## src/logic/mirf_pkg.sv

```systemverilog
// package: register map, field layout and reset values of the mac irq block
package mirf_pkg;
  // register byte offsets on the apb word grid
  localparam logic [7:0] OFS_RX_MASK_SET     = 8'h00;
  localparam logic [7:0] OFS_RX_MASK_CLEAR   = 8'h04;
  localparam logic [7:0] OFS_MAC_RAW_STATUS  = 8'h08;
  localparam logic [7:0] OFS_MAC_MASKED_STAT = 8'h0c;
  localparam logic [7:0] OFS_MAC_MASK_SET    = 8'h10;
  localparam logic [7:0] OFS_MAC_MASK_CLEAR  = 8'h14;
  localparam logic [7:0] OFS_RX_FILTER_EN    = 8'h18;
  localparam logic [7:0] OFS_EVT_STATUS      = 8'h1c;
  localparam logic [7:0] OFS_EVT_MASK        = 8'h20;
  // mac irq field positions
  localparam int BIT_STATS    = 0;
  localparam int BIT_HOST_ERR = 1;
  localparam int RX_CHANNELS  = 8;
  // receive filter enable field positions
  localparam int BIT_KEEP_FCS     = 30;
  localparam int BIT_QOS_ON       = 29;
  localparam int BIT_SINGLE_BUF   = 28;
  localparam int BIT_COPY_CTRL    = 24;
  localparam int BIT_COPY_SHORT   = 23;
  localparam int BIT_COPY_ERR     = 22;
  localparam int BIT_COPY_ALL     = 21;
  localparam int LSB_PROMISC_CH   = 16;
  localparam int BIT_BCAST_ACCEPT = 13;
  localparam int LSB_BCAST_CH     = 8;
  localparam int BIT_MCAST_ACCEPT = 5;
  localparam int LSB_MCAST_CH     = 0;
  // writable bits of the filter register, everything else reserved
  localparam logic [31:0] FILTER_WMASK = 32'h71e7_2727;
  localparam logic [31:0] FILTER_RESET = 32'h0000_0000;
  localparam logic [7:0]  RX_MASK_RESET  = 8'h00;
  localparam logic [1:0]  MAC_MASK_RESET = 2'h0;
  // frame handling figures used by the receive path
  localparam int SHORT_FRAME_BYTES = 64;
  localparam int MAX_FRAME_COUNT   = 65535;
  // event sources of the block's own interrupt status
  localparam int EVT_W = 2;
  typedef enum logic [0:0] {
    MIRF_IDLE,
    MIRF_ACCESS
  } mirf_phase_t;
endpackage

```

## src/logic/mirf_regs.sv

```systemverilog
// apb register bank: rx channel mask, mac irq status/mask, rx filter enable
//
// The APB interface to the registers and the register offsets were decided locally.
`timescale 1ns/1ps
module mirf_regs (
  input  wire logic        pclk,
  input  wire logic        presetn,
  input  wire logic        psel,
  input  wire logic        penable,
  input  wire logic        pwrite,
  input  wire logic [7:0]  paddr,
  input  wire logic [31:0] pwdata,
  input  wire logic [3:0]  pstrb,
  output logic      [31:0] prdata,
  output logic             pready,
  output logic             pslverr,
  input  wire logic        host_error_pending,
  input  wire logic        stats_event_pending,
  output logic      [7:0]  rx_chan_irq_enable_bit,
  output logic             mac_irq,
  output logic             evt_irq,
  output logic             keep_rx_fcs,
  output logic             rx_qos_on,
  output logic             rx_single_buffer,
  output logic             copy_control_frames,
  output logic             copy_short_frames,
  output logic             copy_error_frames,
  output logic             copy_all_frames,
  output logic      [2:0]  promisc_dest_channel,
  output logic             bcast_accept,
  output logic      [2:0]  bcast_dest_channel,
  output logic             mcast_accept,
  output logic      [2:0]  mcast_dest_channel
);
  typedef struct packed {
    mirf_pkg::mirf_phase_t phase;
    logic [31:0]           rdata;
    logic                  ready;
    logic                  slverr;
    logic [31:0]           filter;
    logic [1:0]            evt_mask;
    logic                  mac_irq;
    logic                  evt_irq;
    logic [1:0]            host_sync;
    logic [1:0]            stat_sync;
    logic                  host_meta;
    logic                  stat_meta;
    logic                  host_lvl;
    logic                  stat_lvl;
  } mirf_regs_state_t;

  mirf_regs_state_t st_q;
  mirf_regs_state_t st_d;

  logic [1:0]  pend;
  logic [1:0]  mac_mask;
  logic [1:0]  evt_sticky;
  logic [7:0]  rx_mask;
  logic        wr_hit;
  logic        rx_set_we;
  logic        rx_clr_we;
  logic        mac_set_we;
  logic        mac_clr_we;
  logic        evt_clr_we;
  logic [31:0] wr_mask;

  // byte lanes from pstrb, widened to a bit mask
  function automatic logic [31:0] lanes(input logic [3:0] s);
    return {{8{s[3]}}, {8{s[2]}}, {8{s[1]}}, {8{s[0]}}};
  endfunction

  function automatic logic known_addr(input logic [7:0] a);
    unique case (a)
      mirf_pkg::OFS_RX_MASK_SET, mirf_pkg::OFS_RX_MASK_CLEAR,
      mirf_pkg::OFS_MAC_RAW_STATUS, mirf_pkg::OFS_MAC_MASKED_STAT,
      mirf_pkg::OFS_MAC_MASK_SET, mirf_pkg::OFS_MAC_MASK_CLEAR,
      mirf_pkg::OFS_RX_FILTER_EN, mirf_pkg::OFS_EVT_STATUS,
      mirf_pkg::OFS_EVT_MASK: return 1'b1;
      default: return 1'b0;
    endcase
  endfunction

  // pending levels from the mac core sampled only once both late stages agree
  assign pend = {st_q.host_lvl, st_q.stat_lvl};

  // a write takes effect at the access cycle, on the same edge that raises pready
  assign wr_hit     = psel && penable && pwrite && !st_q.ready
                      && st_q.phase == mirf_pkg::MIRF_ACCESS;
  assign wr_mask    = pwdata & lanes(pstrb);
  assign rx_set_we  = wr_hit && paddr == mirf_pkg::OFS_RX_MASK_SET;
  assign rx_clr_we  = wr_hit && paddr == mirf_pkg::OFS_RX_MASK_CLEAR;
  assign mac_set_we = wr_hit && paddr == mirf_pkg::OFS_MAC_MASK_SET;
  assign mac_clr_we = wr_hit && paddr == mirf_pkg::OFS_MAC_MASK_CLEAR;
  assign evt_clr_we = wr_hit && paddr == mirf_pkg::OFS_EVT_STATUS;

  // receive channel enable mask, set and clear registers share it
  mirf_w1_mask #(
    .WIDTH (mirf_pkg::RX_CHANNELS),
    .RESET (mirf_pkg::RX_MASK_RESET)
  ) u_rx_mask (
    .pclk    (pclk),
    .presetn (presetn),
    .set_we  (rx_set_we),
    .clr_we  (rx_clr_we),
    .wdata   (wr_mask[7:0]),
    .mask_q  (rx_mask)
  );

  // host error and statistics enables
  mirf_w1_mask #(
    .WIDTH (2),
    .RESET (mirf_pkg::MAC_MASK_RESET)
  ) u_mac_mask (
    .pclk    (pclk),
    .presetn (presetn),
    .set_we  (mac_set_we),
    .clr_we  (mac_clr_we),
    .wdata   (wr_mask[1:0]),
    .mask_q  (mac_mask)
  );

  // sticky record of pending rises for the block interrupt
  mirf_evt_latch #(
    .WIDTH (mirf_pkg::EVT_W)
  ) u_evt (
    .pclk     (pclk),
    .presetn  (presetn),
    .evt      (pend),
    .clr_we   (evt_clr_we),
    .wdata    (wr_mask[1:0]),
    .sticky_q (evt_sticky)
  );

  // apb slave: one wait state so every answer comes from a flop
  always_comb
  begin
    st_d = st_q;
    st_d.host_meta = host_error_pending;
    st_d.stat_meta = stats_event_pending;
    st_d.host_sync = {st_q.host_sync[0], st_q.host_meta};
    st_d.stat_sync = {st_q.stat_sync[0], st_q.stat_meta};
    // a change counts only once the second and third stages agree,
    // so a level caught mid-settle never reaches status or irq
    if (st_q.host_sync[0] == st_q.host_sync[1])
      st_d.host_lvl = st_q.host_sync[1];
    if (st_q.stat_sync[0] == st_q.stat_sync[1])
      st_d.stat_lvl = st_q.stat_sync[1];
    st_d.ready  = 1'b0;
    st_d.slverr = 1'b0;
    st_d.mac_irq = |(pend & mac_mask);
    st_d.evt_irq = |(evt_sticky & st_q.evt_mask);
    unique case (st_q.phase)
      mirf_pkg::MIRF_IDLE:
      begin
        if (psel && !penable)
          st_d.phase = mirf_pkg::MIRF_ACCESS;
      end
      mirf_pkg::MIRF_ACCESS:
      begin
        if (!psel)
          st_d.phase = mirf_pkg::MIRF_IDLE;
        else if (st_q.ready)
          st_d.phase = mirf_pkg::MIRF_IDLE;
        else if (penable)
        begin
          st_d.ready  = 1'b1;
          st_d.slverr = !known_addr(paddr);
          st_d.rdata  = 32'h0000_0000;
          if (pwrite)
          begin
            // clear every strobed writable bit first, so zeros can be written
            if (paddr == mirf_pkg::OFS_EVT_MASK)
              st_d.evt_mask = (st_q.evt_mask & ~{2{pstrb[0]}})
                | wr_mask[1:0];
            if (paddr == mirf_pkg::OFS_RX_FILTER_EN)
              st_d.filter = (st_q.filter & ~(lanes(pstrb)
                & mirf_pkg::FILTER_WMASK))
                | (wr_mask & mirf_pkg::FILTER_WMASK);
          end
          else
          begin
            unique case (paddr)
              mirf_pkg::OFS_RX_MASK_SET, mirf_pkg::OFS_RX_MASK_CLEAR:
                st_d.rdata[7:0] = rx_mask;
              mirf_pkg::OFS_MAC_RAW_STATUS:
              begin
                st_d.rdata[mirf_pkg::BIT_HOST_ERR] = pend[1];
                st_d.rdata[mirf_pkg::BIT_STATS]    = pend[0];
              end
              mirf_pkg::OFS_MAC_MASKED_STAT:
              begin
                st_d.rdata[mirf_pkg::BIT_HOST_ERR] =
                  pend[1] & mac_mask[1];
                st_d.rdata[mirf_pkg::BIT_STATS] =
                  pend[0] & mac_mask[0];
              end
              mirf_pkg::OFS_MAC_MASK_SET, mirf_pkg::OFS_MAC_MASK_CLEAR:
                st_d.rdata[1:0] = mac_mask;
              mirf_pkg::OFS_RX_FILTER_EN:
                st_d.rdata = st_q.filter & mirf_pkg::FILTER_WMASK;
              mirf_pkg::OFS_EVT_STATUS:
                st_d.rdata[1:0] = evt_sticky;
              mirf_pkg::OFS_EVT_MASK:
                st_d.rdata[1:0] = st_q.evt_mask;
              default:
                st_d.rdata = 32'h0000_0000;
            endcase
          end
        end
      end
    endcase
  end

  always_ff @(posedge pclk or negedge presetn)
  begin
    if (!presetn)
    begin
      st_q        <= '0;
      st_q.phase  <= mirf_pkg::MIRF_IDLE;
      st_q.filter <= mirf_pkg::FILTER_RESET;
    end
    else
      st_q <= st_d;
  end

  // filter fields drive the receive path; it applies fcs, chaining and
  // short-frame policy from these levels
  assign prdata               = st_q.rdata;
  assign pready               = st_q.ready;
  assign pslverr              = st_q.slverr;
  assign rx_chan_irq_enable_bit = rx_mask;
  assign mac_irq              = st_q.mac_irq;
  assign evt_irq              = st_q.evt_irq;
  assign keep_rx_fcs          = st_q.filter[mirf_pkg::BIT_KEEP_FCS];
  assign rx_qos_on            = st_q.filter[mirf_pkg::BIT_QOS_ON];
  assign rx_single_buffer     = st_q.filter[mirf_pkg::BIT_SINGLE_BUF];
  assign copy_control_frames  = st_q.filter[mirf_pkg::BIT_COPY_CTRL];
  assign copy_short_frames    = st_q.filter[mirf_pkg::BIT_COPY_SHORT];
  assign copy_error_frames    = st_q.filter[mirf_pkg::BIT_COPY_ERR];
  assign copy_all_frames      = st_q.filter[mirf_pkg::BIT_COPY_ALL];
  assign promisc_dest_channel =
    st_q.filter[mirf_pkg::LSB_PROMISC_CH +: 3];
  assign bcast_accept         = st_q.filter[mirf_pkg::BIT_BCAST_ACCEPT];
  assign bcast_dest_channel   = st_q.filter[mirf_pkg::LSB_BCAST_CH +: 3];
  assign mcast_accept         = st_q.filter[mirf_pkg::BIT_MCAST_ACCEPT];
  assign mcast_dest_channel   = st_q.filter[mirf_pkg::LSB_MCAST_CH +: 3];

  chk_rx_clear_bit: assert property (
    @(posedge pclk) disable iff (!presetn)
    rx_clr_we |=> (rx_chan_irq_enable_bit & $past(wr_mask[7:0])) == 8'h00)
    else $error("rx mask clear ignored");
  chk_raw_ignores_mask: assert property (
    @(posedge pclk) disable iff (!presetn)
    (pready && !pwrite && paddr == mirf_pkg::OFS_MAC_RAW_STATUS)
    |-> prdata[1:0] == $past(pend))
    else $error("raw status wrong");
  chk_masked_status: assert property (
    @(posedge pclk) disable iff (!presetn)
    (pready && !pwrite && paddr == mirf_pkg::OFS_MAC_MASKED_STAT)
    |-> prdata[1:0] == ($past(pend) & $past(mac_mask)))
    else $error("masked status wrong");
  chk_mac_set: assert property (
    @(posedge pclk) disable iff (!presetn)
    (mac_set_we && !mac_clr_we)
    |=> (mac_mask & $past(wr_mask[1:0])) == $past(wr_mask[1:0]))
    else $error("mac mask set failed");
  chk_mac_clear: assert property (
    @(posedge pclk) disable iff (!presetn)
    (mac_clr_we && !mac_set_we) |=> (mac_mask & $past(wr_mask[1:0])) == 2'h0)
    else $error("mac mask clear failed");
  chk_filter_reserved: assert property (
    @(posedge pclk) disable iff (!presetn)
    (st_q.filter & ~mirf_pkg::FILTER_WMASK) == 32'h0000_0000)
    else $error("reserved filter bit set");
  chk_reserved_zero: assert property (
    @(posedge pclk) disable iff (!presetn)
    (pready && paddr == mirf_pkg::OFS_MAC_MASK_SET) |-> prdata[31:2] == '0)
    else $error("reserved bits nonzero");
  chk_irq_follows: assert property (
    @(posedge pclk) disable iff (!presetn)
    ##1 mac_irq == |($past(pend) & $past(mac_mask)))
    else $error("mac irq mismatch");
  chk_host_sync_hold: assert property (
    @(posedge pclk) disable iff (!presetn)
    (st_q.host_sync[0] != st_q.host_sync[1]) |=> $stable(st_q.host_lvl))
    else $error("host pending taken before stages agree");
  chk_stat_sync_hold: assert property (
    @(posedge pclk) disable iff (!presetn)
    (st_q.stat_sync[0] != st_q.stat_sync[1]) |=> $stable(st_q.stat_lvl))
    else $error("stats pending taken before stages agree");
  cov_evt_clear: cover property (@(posedge pclk) disable iff (!presetn)
    evt_clr_we && |evt_sticky);
  cov_filter_write: cover property (@(posedge pclk) disable iff (!presetn)
    pready && pwrite && paddr == mirf_pkg::OFS_RX_FILTER_EN);
  cov_irq_rise: cover property (@(posedge pclk) disable iff (!presetn)
    $rose(mac_irq));
  cov_unmapped: cover property (@(posedge pclk) disable iff (!presetn)
    pready && pslverr);
endmodule // mirf_regs

```

## src/logic/mirf_w1_mask.sv

```systemverilog
// write-one-to-set / write-one-to-clear mask bank
`timescale 1ns/1ps
module mirf_w1_mask #(
  parameter int              WIDTH = 8,
  parameter logic [WIDTH-1:0] RESET = '0
) (
  input  wire logic             pclk,
  input  wire logic             presetn,
  input  wire logic             set_we,
  input  wire logic             clr_we,
  input  wire logic [WIDTH-1:0] wdata,
  output logic      [WIDTH-1:0] mask_q
);
  // refuse widths the one-word register bus cannot carry
  if (WIDTH < 1 || WIDTH > 32)
  begin : g_bad_width
    $error("mirf_w1_mask: width out of range");
  end

  typedef struct packed {
    logic [WIDTH-1:0] mask;
  } mirf_mask_state_t;

  mirf_mask_state_t st_q;
  mirf_mask_state_t st_d;

  // ones set or clear, zeros leave the bit alone
  always_comb
  begin
    st_d = st_q;
    if (set_we)
      st_d.mask = st_d.mask | wdata;
    if (clr_we)
      st_d.mask = st_d.mask & ~wdata;
  end

  always_ff @(posedge pclk or negedge presetn)
  begin
    if (!presetn)
      st_q <= '{mask: RESET};
    else
      st_q <= st_d;
  end

  assign mask_q = st_q.mask;

  chk_zero_keeps_mask: assert property (@(posedge pclk) disable iff (!presetn)
    (clr_we && !set_we) |=> ((mask_q & ~$past(wdata)) == ($past(mask_q)
      & ~$past(wdata))))
    else $error("mask bit with zero written changed");
endmodule // mirf_w1_mask

```

## src/logic/mirf_evt_latch.sv

```systemverilog
// sticky event status with write-one-to-clear; set beats clear
`timescale 1ns/1ps
module mirf_evt_latch #(
  parameter int WIDTH = 2
) (
  input  wire logic             pclk,
  input  wire logic             presetn,
  input  wire logic [WIDTH-1:0] evt,
  input  wire logic             clr_we,
  input  wire logic [WIDTH-1:0] wdata,
  output logic      [WIDTH-1:0] sticky_q
);
  // refuse widths the one-word register bus cannot carry
  if (WIDTH < 1 || WIDTH > 32)
  begin : g_bad_width
    $error("mirf_evt_latch: width out of range");
  end

  typedef struct packed {
    logic [WIDTH-1:0] prev;
    logic [WIDTH-1:0] sticky;
  } mirf_evt_state_t;

  mirf_evt_state_t st_q;
  mirf_evt_state_t st_d;

  // rising edge of a pending level is the event; set wins over clear
  always_comb
  begin
    st_d = st_q;
    st_d.prev = evt;
    if (clr_we)
      st_d.sticky = st_d.sticky & ~wdata;
    st_d.sticky = st_d.sticky | (evt & ~st_q.prev);
  end

  always_ff @(posedge pclk or negedge presetn)
  begin
    if (!presetn)
      st_q <= '0;
    else
      st_q <= st_d;
  end

  assign sticky_q = st_q.sticky;

  chk_set_beats_clear: assert property (@(posedge pclk) disable iff (!presetn)
    (evt[0] && !st_q.prev[0]) |=> sticky_q[0])
    else $error("event lost against clear");
endmodule // mirf_evt_latch

```

## config.mk

```make
export PLATFORM = sky130hd
export DESIGN_NAME = mirf_regs
export DESIGN_NICKNAME = d
export VERILOG_FILES = /design/src/logic/mirf_pkg.sv /design/src/logic/mirf_regs.sv /design/src/logic/mirf_w1_mask.sv /design/src/logic/mirf_evt_latch.sv
export SDC_FILE = /design/constraint.sdc
export NUM_CORES = 1
export LEC_CHECK = 0
export BUFFER_PORTS_ARGS = -buffer_cell sky130_fd_sc_hd__buf_4
export CAP_MARGIN = 10
export CORE_ASPECT_RATIO = 1.4
export CORE_MARGIN = 3
export CORE_UTILIZATION = 50
export CTS_CLUSTER_DIAMETER = 200
export DETAILED_ROUTE_END_ITERATION = 10
export PLACE_DENSITY_LB_ADDON = 0.2
export SLEW_MARGIN = 20
export SYNTH_ARGS = -nofsm -noshare
export SYNTH_HDL_FRONTEND = slang
export SYNTH_SLANG_ARGS = --single-unit
export TNS_END_PERCENT = 20
```

## constraint.sdc

```tcl
create_clock -name pclk -period 2.91 [get_ports pclk]
set_clock_uncertainty 0.2 [all_clocks]
set_input_delay 0.1455 -clock pclk [delete_from_list [all_inputs] [get_ports pclk]]
set_output_delay 0.1455 -clock pclk [all_outputs]
set_load 0.01 [all_outputs]
```

==> impl_metrics.ini, run 1 <==
[setup_path]
end_kind = flip-flop
arrival_ns = 2.34
critPathBufInv = 2
required_ns = 2.94
critical_path.top_delay_family = buffers and inverters
crit_path_max_incr_delay_ns = 0.56
crit_fanout = 13
critPathKind = reg -> reg
slowest_stage = dlygate4sd3_1
start_kind = flip-flop
worstPathCellList = nand4b_2 > nor4b_2 > buf_4 > and3_1 > a21oi_1 > dlygate4sd3_1

[yosys]
synth.avg_cell_area_um2 = 12.4
synthFlopType = dfrtp_1
yosysSeqAreaShare_pct = 54.6
synthArstFlopShare_pct = 100
syn_area_um2 = 3160
post_synth_num_cell_types = 39
ys_ff_latch = 69
syn_inst = 255
ys_top_cells_by_area = dfrtp_1, buf_4, a22o_1
yosys.area.top_type = dfrtp_1
yosys_warnings = 0
synth_top_area_share_pct = 54.6
synth_edf_count = 0

[sta]
final-setup-viol-count = 0
fin_tns_setup_ns = 0
rsz0062_at_grt = no
maxSlewHeadroom_pct = 43.1
tightest_slew_ns = 0.853
post-route-min-period_ns = 2.32
hold_viol_final = 0
fmax_mhz = 432
min_period_over_period_pct = 79.6
drv_slew = 0

[power]
leakage_nw = 2.16
ir_worst_vdd_uv = 303
power_density_nw_per_um2 = 441

[cells_and_area]
drive_gt1_share_pct = 39.4
finish.utilization_pct = 68.2
num_antenna_cells = 0
syn_to_final_growth_pct = 29.0
fin_nets = 396
final_common_cell = buf_4
final_cell_mix = buf_4, dfrtp_1, dlygate4sd3_1
multi_input_area_um2 = 1040
register_area_um2 = 1730
fill_cells = 465

[clock_tree]
clockBufferDepth = 2
htreeDepth = 3
clk_latency_ns = 0.34
cts_tree = done
cts_root_buf = clkbuf_8
numCtsBuffers = 9
clock-sinks = 69
path_clk_slew_ns = 0.07
cts_setup_buffers = 0

[floorplanning]
die-area_um2 = 7330
die_h_um = 100
chipWidth_um = 73.2
pin_count = 113
start_util_pct = 52.8
std_cell_rows = 33
core_area_um2 = 5990

[routing]
viasPerCell = 5.15
wl_per_cell_um = 16.2
drt-pass1-iter-count = 4
drt_drc_violations_left = 0
drtIter0Drc = 51
wirelength_um = 6770
ant_nets = 0
vias = 2154

[grt]
grtUsageTotal_pct = 19.8
antenna_found_initial = 0
grt_pass1_wl_um = 11000
grt_pass1_vias = 2238
grt_start_max_net_pins = 70
overflow = 0

[worst_hold_path]
hp-class = in -> reg

[place]
gp_congestion = 0.793
io_buffer_count = 92
hpwl_um = 4640

[flow_run]
maxCapViolCount = 0

[status]
status = completed
## report_power, final
part           internal [mW]  switching [mW]  leakage [nW]
sequential             0.974         0.00945         0.878
clock                  0.344           0.319        0.0881
combinational         0.0805          0.0730          1.20
total                   1.40           0.401          2.16
## synthesized netlist by cell type (all sizes together), types with 2 or more instances
| cell type | n |
|---|---|
| buf | 46 |
| mux2i | 12 |
| maj3 | 2 |
| nand4b | 2 |
| nand3 | 17 |
| a221o | 3 |
| nor2b | 2 |
| and2 | 4 |
| inv | 12 |
| a22o | 23 |
| o21ai | 2 |
| mux2 | 20 |
| a21oi | 3 |
| dfrtp | 69 |
| nor2 | 4 |
| nor4 | 3 |
| or4 | 2 |
| and4b | 2 |
| and3 | 2 |
| clkbuf | 10 |
| nand2 | 3 |
## cell families after synthesis
logic type,Yosys count,synth area share (%)
flip-flops,69,54.6
buffers and inverters,68,13.7
AND/OR/NAND/NOR,47,10.2
AO/OA/AOI/OAI,36,9.38
multiplexers,32,11.4
adder cells (fa/ha/maj),2,0.633
other,1,0.119
## area by class of cell
| cell class | count | area share, % |
|---|---|---|
| clock buffer | 12 | 3.80 |
| clock inverter | 2 | 0.245 |
| inverter | 12 | 1.10 |
| timing repair buffer | 126 | 25.0 |
| multi-input combinational | 127 | 25.4 |
| tap | 70 | 2.15 |
| sequential | 69 | 42.3 |
## worst paths after layout
check / startpoint / end / slack (ns) / depth (start not counted)
worst min register to register: st_d[4] / st_d[5] / 0.15 / 0
worst min-delay path: paddr[3] / flip-flop / 0.02 / 4
max in group asynchronous: presetn / u_evt.sticky_q[1] / 1.69 / 2
worst max register to register: pready / u_rx_mask.mask_q[3] / 0.59 / 6
min in group asynchronous: presetn / u_rx_mask.mask_q[4] / 0.26 / 2
worst max-delay path: pready / u_rx_mask.mask_q[3] / 0.59 / 6
## worst register-to-register path, delay by kind of cell, from the launching register on
| family | cells | cell delay (ns) |
|---|---|---|
| AO/OA/AOI/OAI | 1 | 0.06 |
| buffers and inverters | 2 | 0.79 |
| flip-flops | 1 | 0.39 |
| AND/OR/NAND/NOR | 3 | 0.76 |
## stage by stage
stage	instance area (um^2)	hold WS [ns]	setup slack [ns]	power [mW]	instances
final	4080	0.0181	0.594	1.80	418
after global routing	4080	0.0213	0.438	1.87	418
after detailed placement	3620	0.0563	0.647	1.13	374
after floorplan	3200	-0.350	0.766	1.05	264
after CTS	4080	0.000400	0.587	1.82	418
after global placement	3620	0.0552	0.660	1.12	374
## metal layers
metal,up-vias,track usage (%),share of wire (%)
met5,-,0,0
met4,0,11.1,1.3
met3,10,3.61,6.4
met2,72,33.1,53
met1,1049,23.6,39
li1,1023,-,-
## repair_timing
action,in CTS,in global routing
gates resized for setup,0,0
hold buffers,30,0
endpoints found under the hold margin,104,0
(Power assumes the default switching activity.)
==> inputs of run 2 (changes only) <==
Settings changed: ABC_AREA set to 1, CORE_UTILIZATION 50 to 45.
Clock period 2.91 ns to 2.1 ns, I/O delays scaled along.
==> run 2 against run 1 <==
Effect of this change:
- worst setup slack lost 0.37 ns
- global-route usage grew 0.18 points
- worst hold slack gained 0.026 ns
- via count grew 27%
- power grew 61%
- fmax grew 23%
- critical path depth grew 1
- core utilization shrank 6.0 points
- routed wire length grew 16%
- largest power group unchanged
==> impl_metrics.ini, run 2 <==
[grt]
overflow = 0
antenna_found_initial = 0
grt_start_max_net_pins = 70
grt_pass1_vias = 2687
grt_pass1_wl_um = 13100
grtUsageTotal_pct = 20.0

[sta]
hold_viol_final = 0
post-route-min-period_ns = 1.88
tightest_slew_ns = 0.851
fmax_mhz = 533
drv_slew = 0
min_period_over_period_pct = 89.4
rsz0062_at_grt = no
fin_tns_setup_ns = 0
maxSlewHeadroom_pct = 43.3
final-setup-viol-count = 0

[setup_path]
critical_path.top_delay_family = simple AND/OR/NAND/NOR gates
endpoint = prdata[5]
crit_fanout = 16
worstPathCellList = nor2_2 > nand3_2 > inv_2 > nand2_1 > nor2_4 > nand2_1 > o211ai_1
worstReg2RegStart = pready
required_ns = 2.15
cp_num_cells = 7
arrival_ns = 1.93
r2r_setup_slack_ns = 0.22
r2r_cells = 7
slowest_stage = dfrtp_1
end_kind = flip-flop
startpoint = pready
crit_path_frequent_cell = nand2_1
reg2reg_to = prdata[5]
critPathBufInv = 1
crit_path_max_incr_delay_ns = 0.40
critPathKind = reg -> reg
start_kind = flip-flop

[flow_run]
maxCapViolCount = 0

[yosys]
syn_area_um2 = 3270
ys_top_cells_by_count = nand2_1, dfrtp_1, buf_4
yosys.area.top_type = dfrtp_1
synth_top_area_share_pct = 52.8
ys_top_cells_by_area = dfrtp_1, nand2_1, buf_4
post_synth_num_cell_types = 27
synth.avg_cell_area_um2 = 8.98
ys_ff_latch = 69
yosys_warnings = 0
synthFlopType = dfrtp_1
synthArstFlopShare_pct = 100
synth_edf_count = 0
synth.most_common_cell = nand2_1
syn_inst = 364
yosysSeqAreaShare_pct = 52.8

[clock_tree]
path_clk_slew_ns = 0.07
clk_latency_ns = 0.34
numCtsBuffers = 9
cts_root_buf = clkbuf_8
clockBufferDepth = 2
htreeDepth = 3
clock-sinks = 69
cts_tree = done

[floorplanning]
die-area_um2 = 8340
chipWidth_um = 78.0
die_h_um = 107
pin_count = 113
start_util_pct = 46.5
std_cell_rows = 36
core_area_um2 = 7030

[place]
dpl.cell_count = 516
gp_congestion = 0.862
io_buffer_count = 92
hpwl_um = 5530

[cells_and_area]
final-instance-count-excl-fill = 564
syn_to_final_growth_pct = 33.7
final_common_cell = buf_4
fill_cells = 634
finish.utilization_pct = 62.2
drive_gt1_share_pct = 27.9
num_antenna_cells = 0
fin_nets = 515
final_cell_mix = buf_4, nand2_1, dfrtp_1

[routing]
wl_met3_um = 411
wl_met1_um = 3230
viasPerCell = 4.85
drt_drc_violations_left = 0
vias = 2738
drtIter0Drc = 115
wirelength_um = 7830
drt-pass1-iter-count = 4
ant_nets = 0
wl_per_cell_um = 13.9
wl_met2_um = 4010
top_layer = met4

[power]
power_frac_seq_pct = 46.9
power_density_nw_per_um2 = 664
switching_share_pct = 21.6
leakage_nw = 2.32
p_switching_uw = 626
ir_worst_vdd_uv = 451
pwr-share-clk_pct = 45.2
combPwrFrac_pct = 7.9
internal_power_mw = 2.28

[status]
status = completed

[worst_hold_path]
hp-class = in -> reg
-- run 2: cell type report --
cell class	count	area, um^2	share of cell area, %
timing repair buffer	130	1060	24.2
multi-input combinational	224	1110	25.4
clock inverter	6	110	2.52
tap	95	119	2.72
clock buffer	10	138	3.15
sequential	69	1730	39.5
inverter	30	113	2.58
-- run 2: timing repair --
item | 4_1_cts | 5_1_grt
buffers inserted | 0 | 0
gates resized for setup | 0 | 1
endpoints found under the setup margin | 0 | 8
hold endpoints to repair | 104 | 0
hold buffers | 32 | 0
-- run 2: routing by layer --
layer  vias to the layer above  global-route usage [%]
met5                         -                       0
met4                         0                    7.63
met3                        13                    5.04
met2                        85                    33.6
met1                      1297                    24.6
li1                       1343                       -
-- run 2: kinds of logic (layout without fill, tap and decap cells) --
kind of cell | after synthesis | count (layout) | share of synthesized area, %
adders and majority gates | 2 | 2 | 0.612
and+or+nand+nor | 171 | 171 | 23.7
other | 1 | 10 | 0.115
AOI/OAI and AO/OA | 41 | 41 | 8.38
DFF | 69 | 69 | 52.8
buffers and inverters | 80 | 176 | 14.4
-- run 2: worst reg2reg max path, stage by stage (launching register included) --
cell and delay (ns):
dfrtp_1 0.40, nor2_2 0.14, nand3_2 0.24, inv_2 0.16
nand2_1 0.11, nor2_4 0.36, nand2_1 0.10, o211ai_1 0.10
-- run 2: worst min-delay path by stage --
stage / start / end / slack [ns] / depth (start not counted)
5_1_grt: pwrite / prdata[1] / 0.10 / 6
4_1_cts: pwrite / prdata[1] / 0.03 / 6
6_report: pwrite / prdata[1] / 0.04 / 6
2_1_floorplan: presetn / async pin / -0.39 / 0
3_3_place_gp: stats_event_pending / st_d[4] / 0.02 / 1
3_5_place_dp: host_error_pending / st_d[6] / 0.02 / 1
-- run 2: power by group through the flow --
stage	Sequential, mW	Clock [mW]	Combinational, mW
2_1_floorplan	1.38	0	0.0784
3_3_place_gp	1.39	0	0.179
3_5_place_dp	1.39	0	0.181
4_1_cts	1.36	1.34	0.231
5_1_grt	1.36	1.41	0.255
6_report	1.36	1.31	0.229
-- run 2: per-stage QoR --
stage | instance area, um^2 | setup WS (ns) | power (mW) | hold WS [ns]
6_report | 4370 | 0.223 | 2.90 | 0.0445
5_1_grt | 4370 | 0.00732 | 3.03 | 0.103
4_1_cts | 4370 | 0.113 | 2.94 | 0.0276
3_5_place_dp | 3800 | 0.123 | 1.57 | 0.0156
3_3_place_gp | 3800 | 0.188 | 1.57 | 0.0152
2_1_floorplan | 3300 | 0.520 | 1.46 | -0.391
==> inputs of run 3 (changes only) <==
Settings changed: ABC_AREA 1 to not set.
==> run 3 against run 2 <==
Effect of this change:
- flip-flop and latch count did not move
- power is 4.0% lower
- largest power group unchanged
- via count is 19% lower
- global-route usage shrank 1.7 points
- sequential power about the same
- critical path depth decreased by 2
- fmax fell by 5.0%
- worst setup slack lost 0.098 ns
- largest cell class unchanged
==> impl_metrics.ini, run 3 (same netlist as run 1, synthesis figures left out) <==
[grt]
antenna_found_initial = 0
grt_pass1_wl_um = 11700
grtUsageTotal_pct = 18.3
grt_start_max_net_pins = 70
grt_pass1_vias = 2308
overflow = 0

[clock_tree]
numCtsBuffers = 9
cts_root_buf = clkbuf_8
clk_latency_ns = 0.33
clockBufferDepth = 2
cts_setup_buffers = 0
clock-sinks = 69
cts_resized = 0
htreeDepth = 3
hold_buffers = 30
path_clk_slew_ns = 0.08
cts_tree = done

[routing]
drtIter0Drc = 100
wl_met3_um = 392
drt-pass1-iter-count = 4
wirelength_um = 6920
vias = 2231
ant_nets = 0
wl_per_cell_um = 15.4
top_layer = met4
viasPerCell = 4.97
drt_drc_violations_left = 0
wl_met2_um = 3580
wl_met1_um = 2880

[power]
power_frac_seq_pct = 48.8
p_switching_uw = 619
leakage_nw = 2.22
combPwrFrac_pct = 8.0
switching_share_pct = 22.2
finalPower_mw = 2.79
pwr-share-clk_pct = 43.2
ir_worst_vdd_uv = 492
power_density_nw_per_um2 = 659
internal_power_mw = 2.17

[cells_and_area]
final_common_cell = buf_4
num_antenna_cells = 0
final_cell_mix = buf_4, dfrtp_1, dlygate4sd3_1
syn_to_final_growth_pct = 33.7
fill_cells = 581
multi_input_area_um2 = 1040
fin_nets = 403
final-instance-count-excl-fill = 449
register_area_um2 = 1730
drive_gt1_share_pct = 40.9

[sta]
fmax_mhz = 506
hold_viol_final = 0
tightest_slew_ns = 0.867
layout_setup_ws_ns = 0.125
drv_slew = 0
min_period_over_period_pct = 94.0
rsz0062_at_grt = no
fin_tns_setup_ns = 0
final-setup-viol-count = 0
fin_hold_ws_ns = 0.0186
maxSlewHeadroom_pct = 42.2
post-route-min-period_ns = 1.97

[floorplanning]
std_cell_rows = 35
pin_count = 113
start_util_pct = 47.2
core_area_um2 = 6700
die-area_um2 = 8090
die_h_um = 105
chipWidth_um = 76.9

[place]
dpl.cell_count = 403
gp_congestion = 0.769
hpwl_um = 4700
io_buffer_count = 92
dp_slack_ns = 0.0261

[setup_path]
arrival_ns = 1.99
required_ns = 2.12
critPathKind = reg -> reg
end_kind = flip-flop
crit_fanout = 4
start_kind = flip-flop

[worst_hold_path]
hp-class = in -> reg

[flow_run]
maxCapViolCount = 0

[status]
status = completed
-- run 3: cell count changes in the layout (fill, tap and decap cells not counted), moves of 5 or more --
cell,delta
mux2_2,+16
nand3_1,-20
buf_4,+5
nor2_1,-19
nand2_1,-83
o21ai_0,-9
nand4_1,-10
mux2i_1,+12
a22o_1,+8
inv_1,-14
a21oi_1,-5
-- run 3: critical path, stage by stage, from the launching register on --
cell and delay [ns]:
dfrtp_1 0.41, nand4b_4 0.21, inv_1 0.13, nand2_1 0.06
or4_4 0.54, mux2_4 0.32
-- run 3: layer usage --
metal / vias up / GRT usage (%)
met1: 1112 / 22.4
met4: 0 / 5.83
met3: 6 / 5.34
met2: 68 / 30.7
met5: - / 0
li1: 1045 / -
-- run 3: final cells by class --
cell class	count	area share [%]
Clock inverter	5	1.98
Sequential cell	69	40.8
Clock buffer	11	3.34
Multi-Input combinational cell	127	24.7
Tap cell	92	2.72
Timing Repair Buffer	133	25.4
Inverter	12	1.06
-- run 3: power by group through the flow --
| stage | registers, mW | clock network, mW | logic (mW) |
|---|---|---|---|
| floorplan | 1.39 | 0 | 0.0757 |
| global placement | 1.39 | 0 | 0.174 |
| detailed placement | 1.39 | 0 | 0.177 |
| CTS | 1.36 | 1.24 | 0.223 |
| global route | 1.36 | 1.30 | 0.244 |
| finish | 1.36 | 1.20 | 0.222 |
-- run 3: path summary, 6_finish.rpt --
check                               from                   to  slack, ns  depth (start not counted)
max in group asynchronous        presetn  u_rx_mask.mask_q[5]       0.90                          2
worst min-delay path            pstrb[2]            flip-flop       0.02                          3
worst min register to register   st_d[4]              st_d[5]       0.15                          0
worst max-delay path              pready            flip-flop       0.13                          5
min in group asynchronous        presetn              st_d[6]       0.21                          2
worst max register to register    pready            flip-flop       0.13                          5
-- run 3: per-stage QoR --
stage | cell area (um^2) | utilization (%)
after floorplan | 3210 | -
final | 4230 | 63.1
after CTS | 4230 | 63.1
after global placement | 3700 | 55.3
after global routing | 4230 | 63.1
after detailed placement | 3700 | 55.3
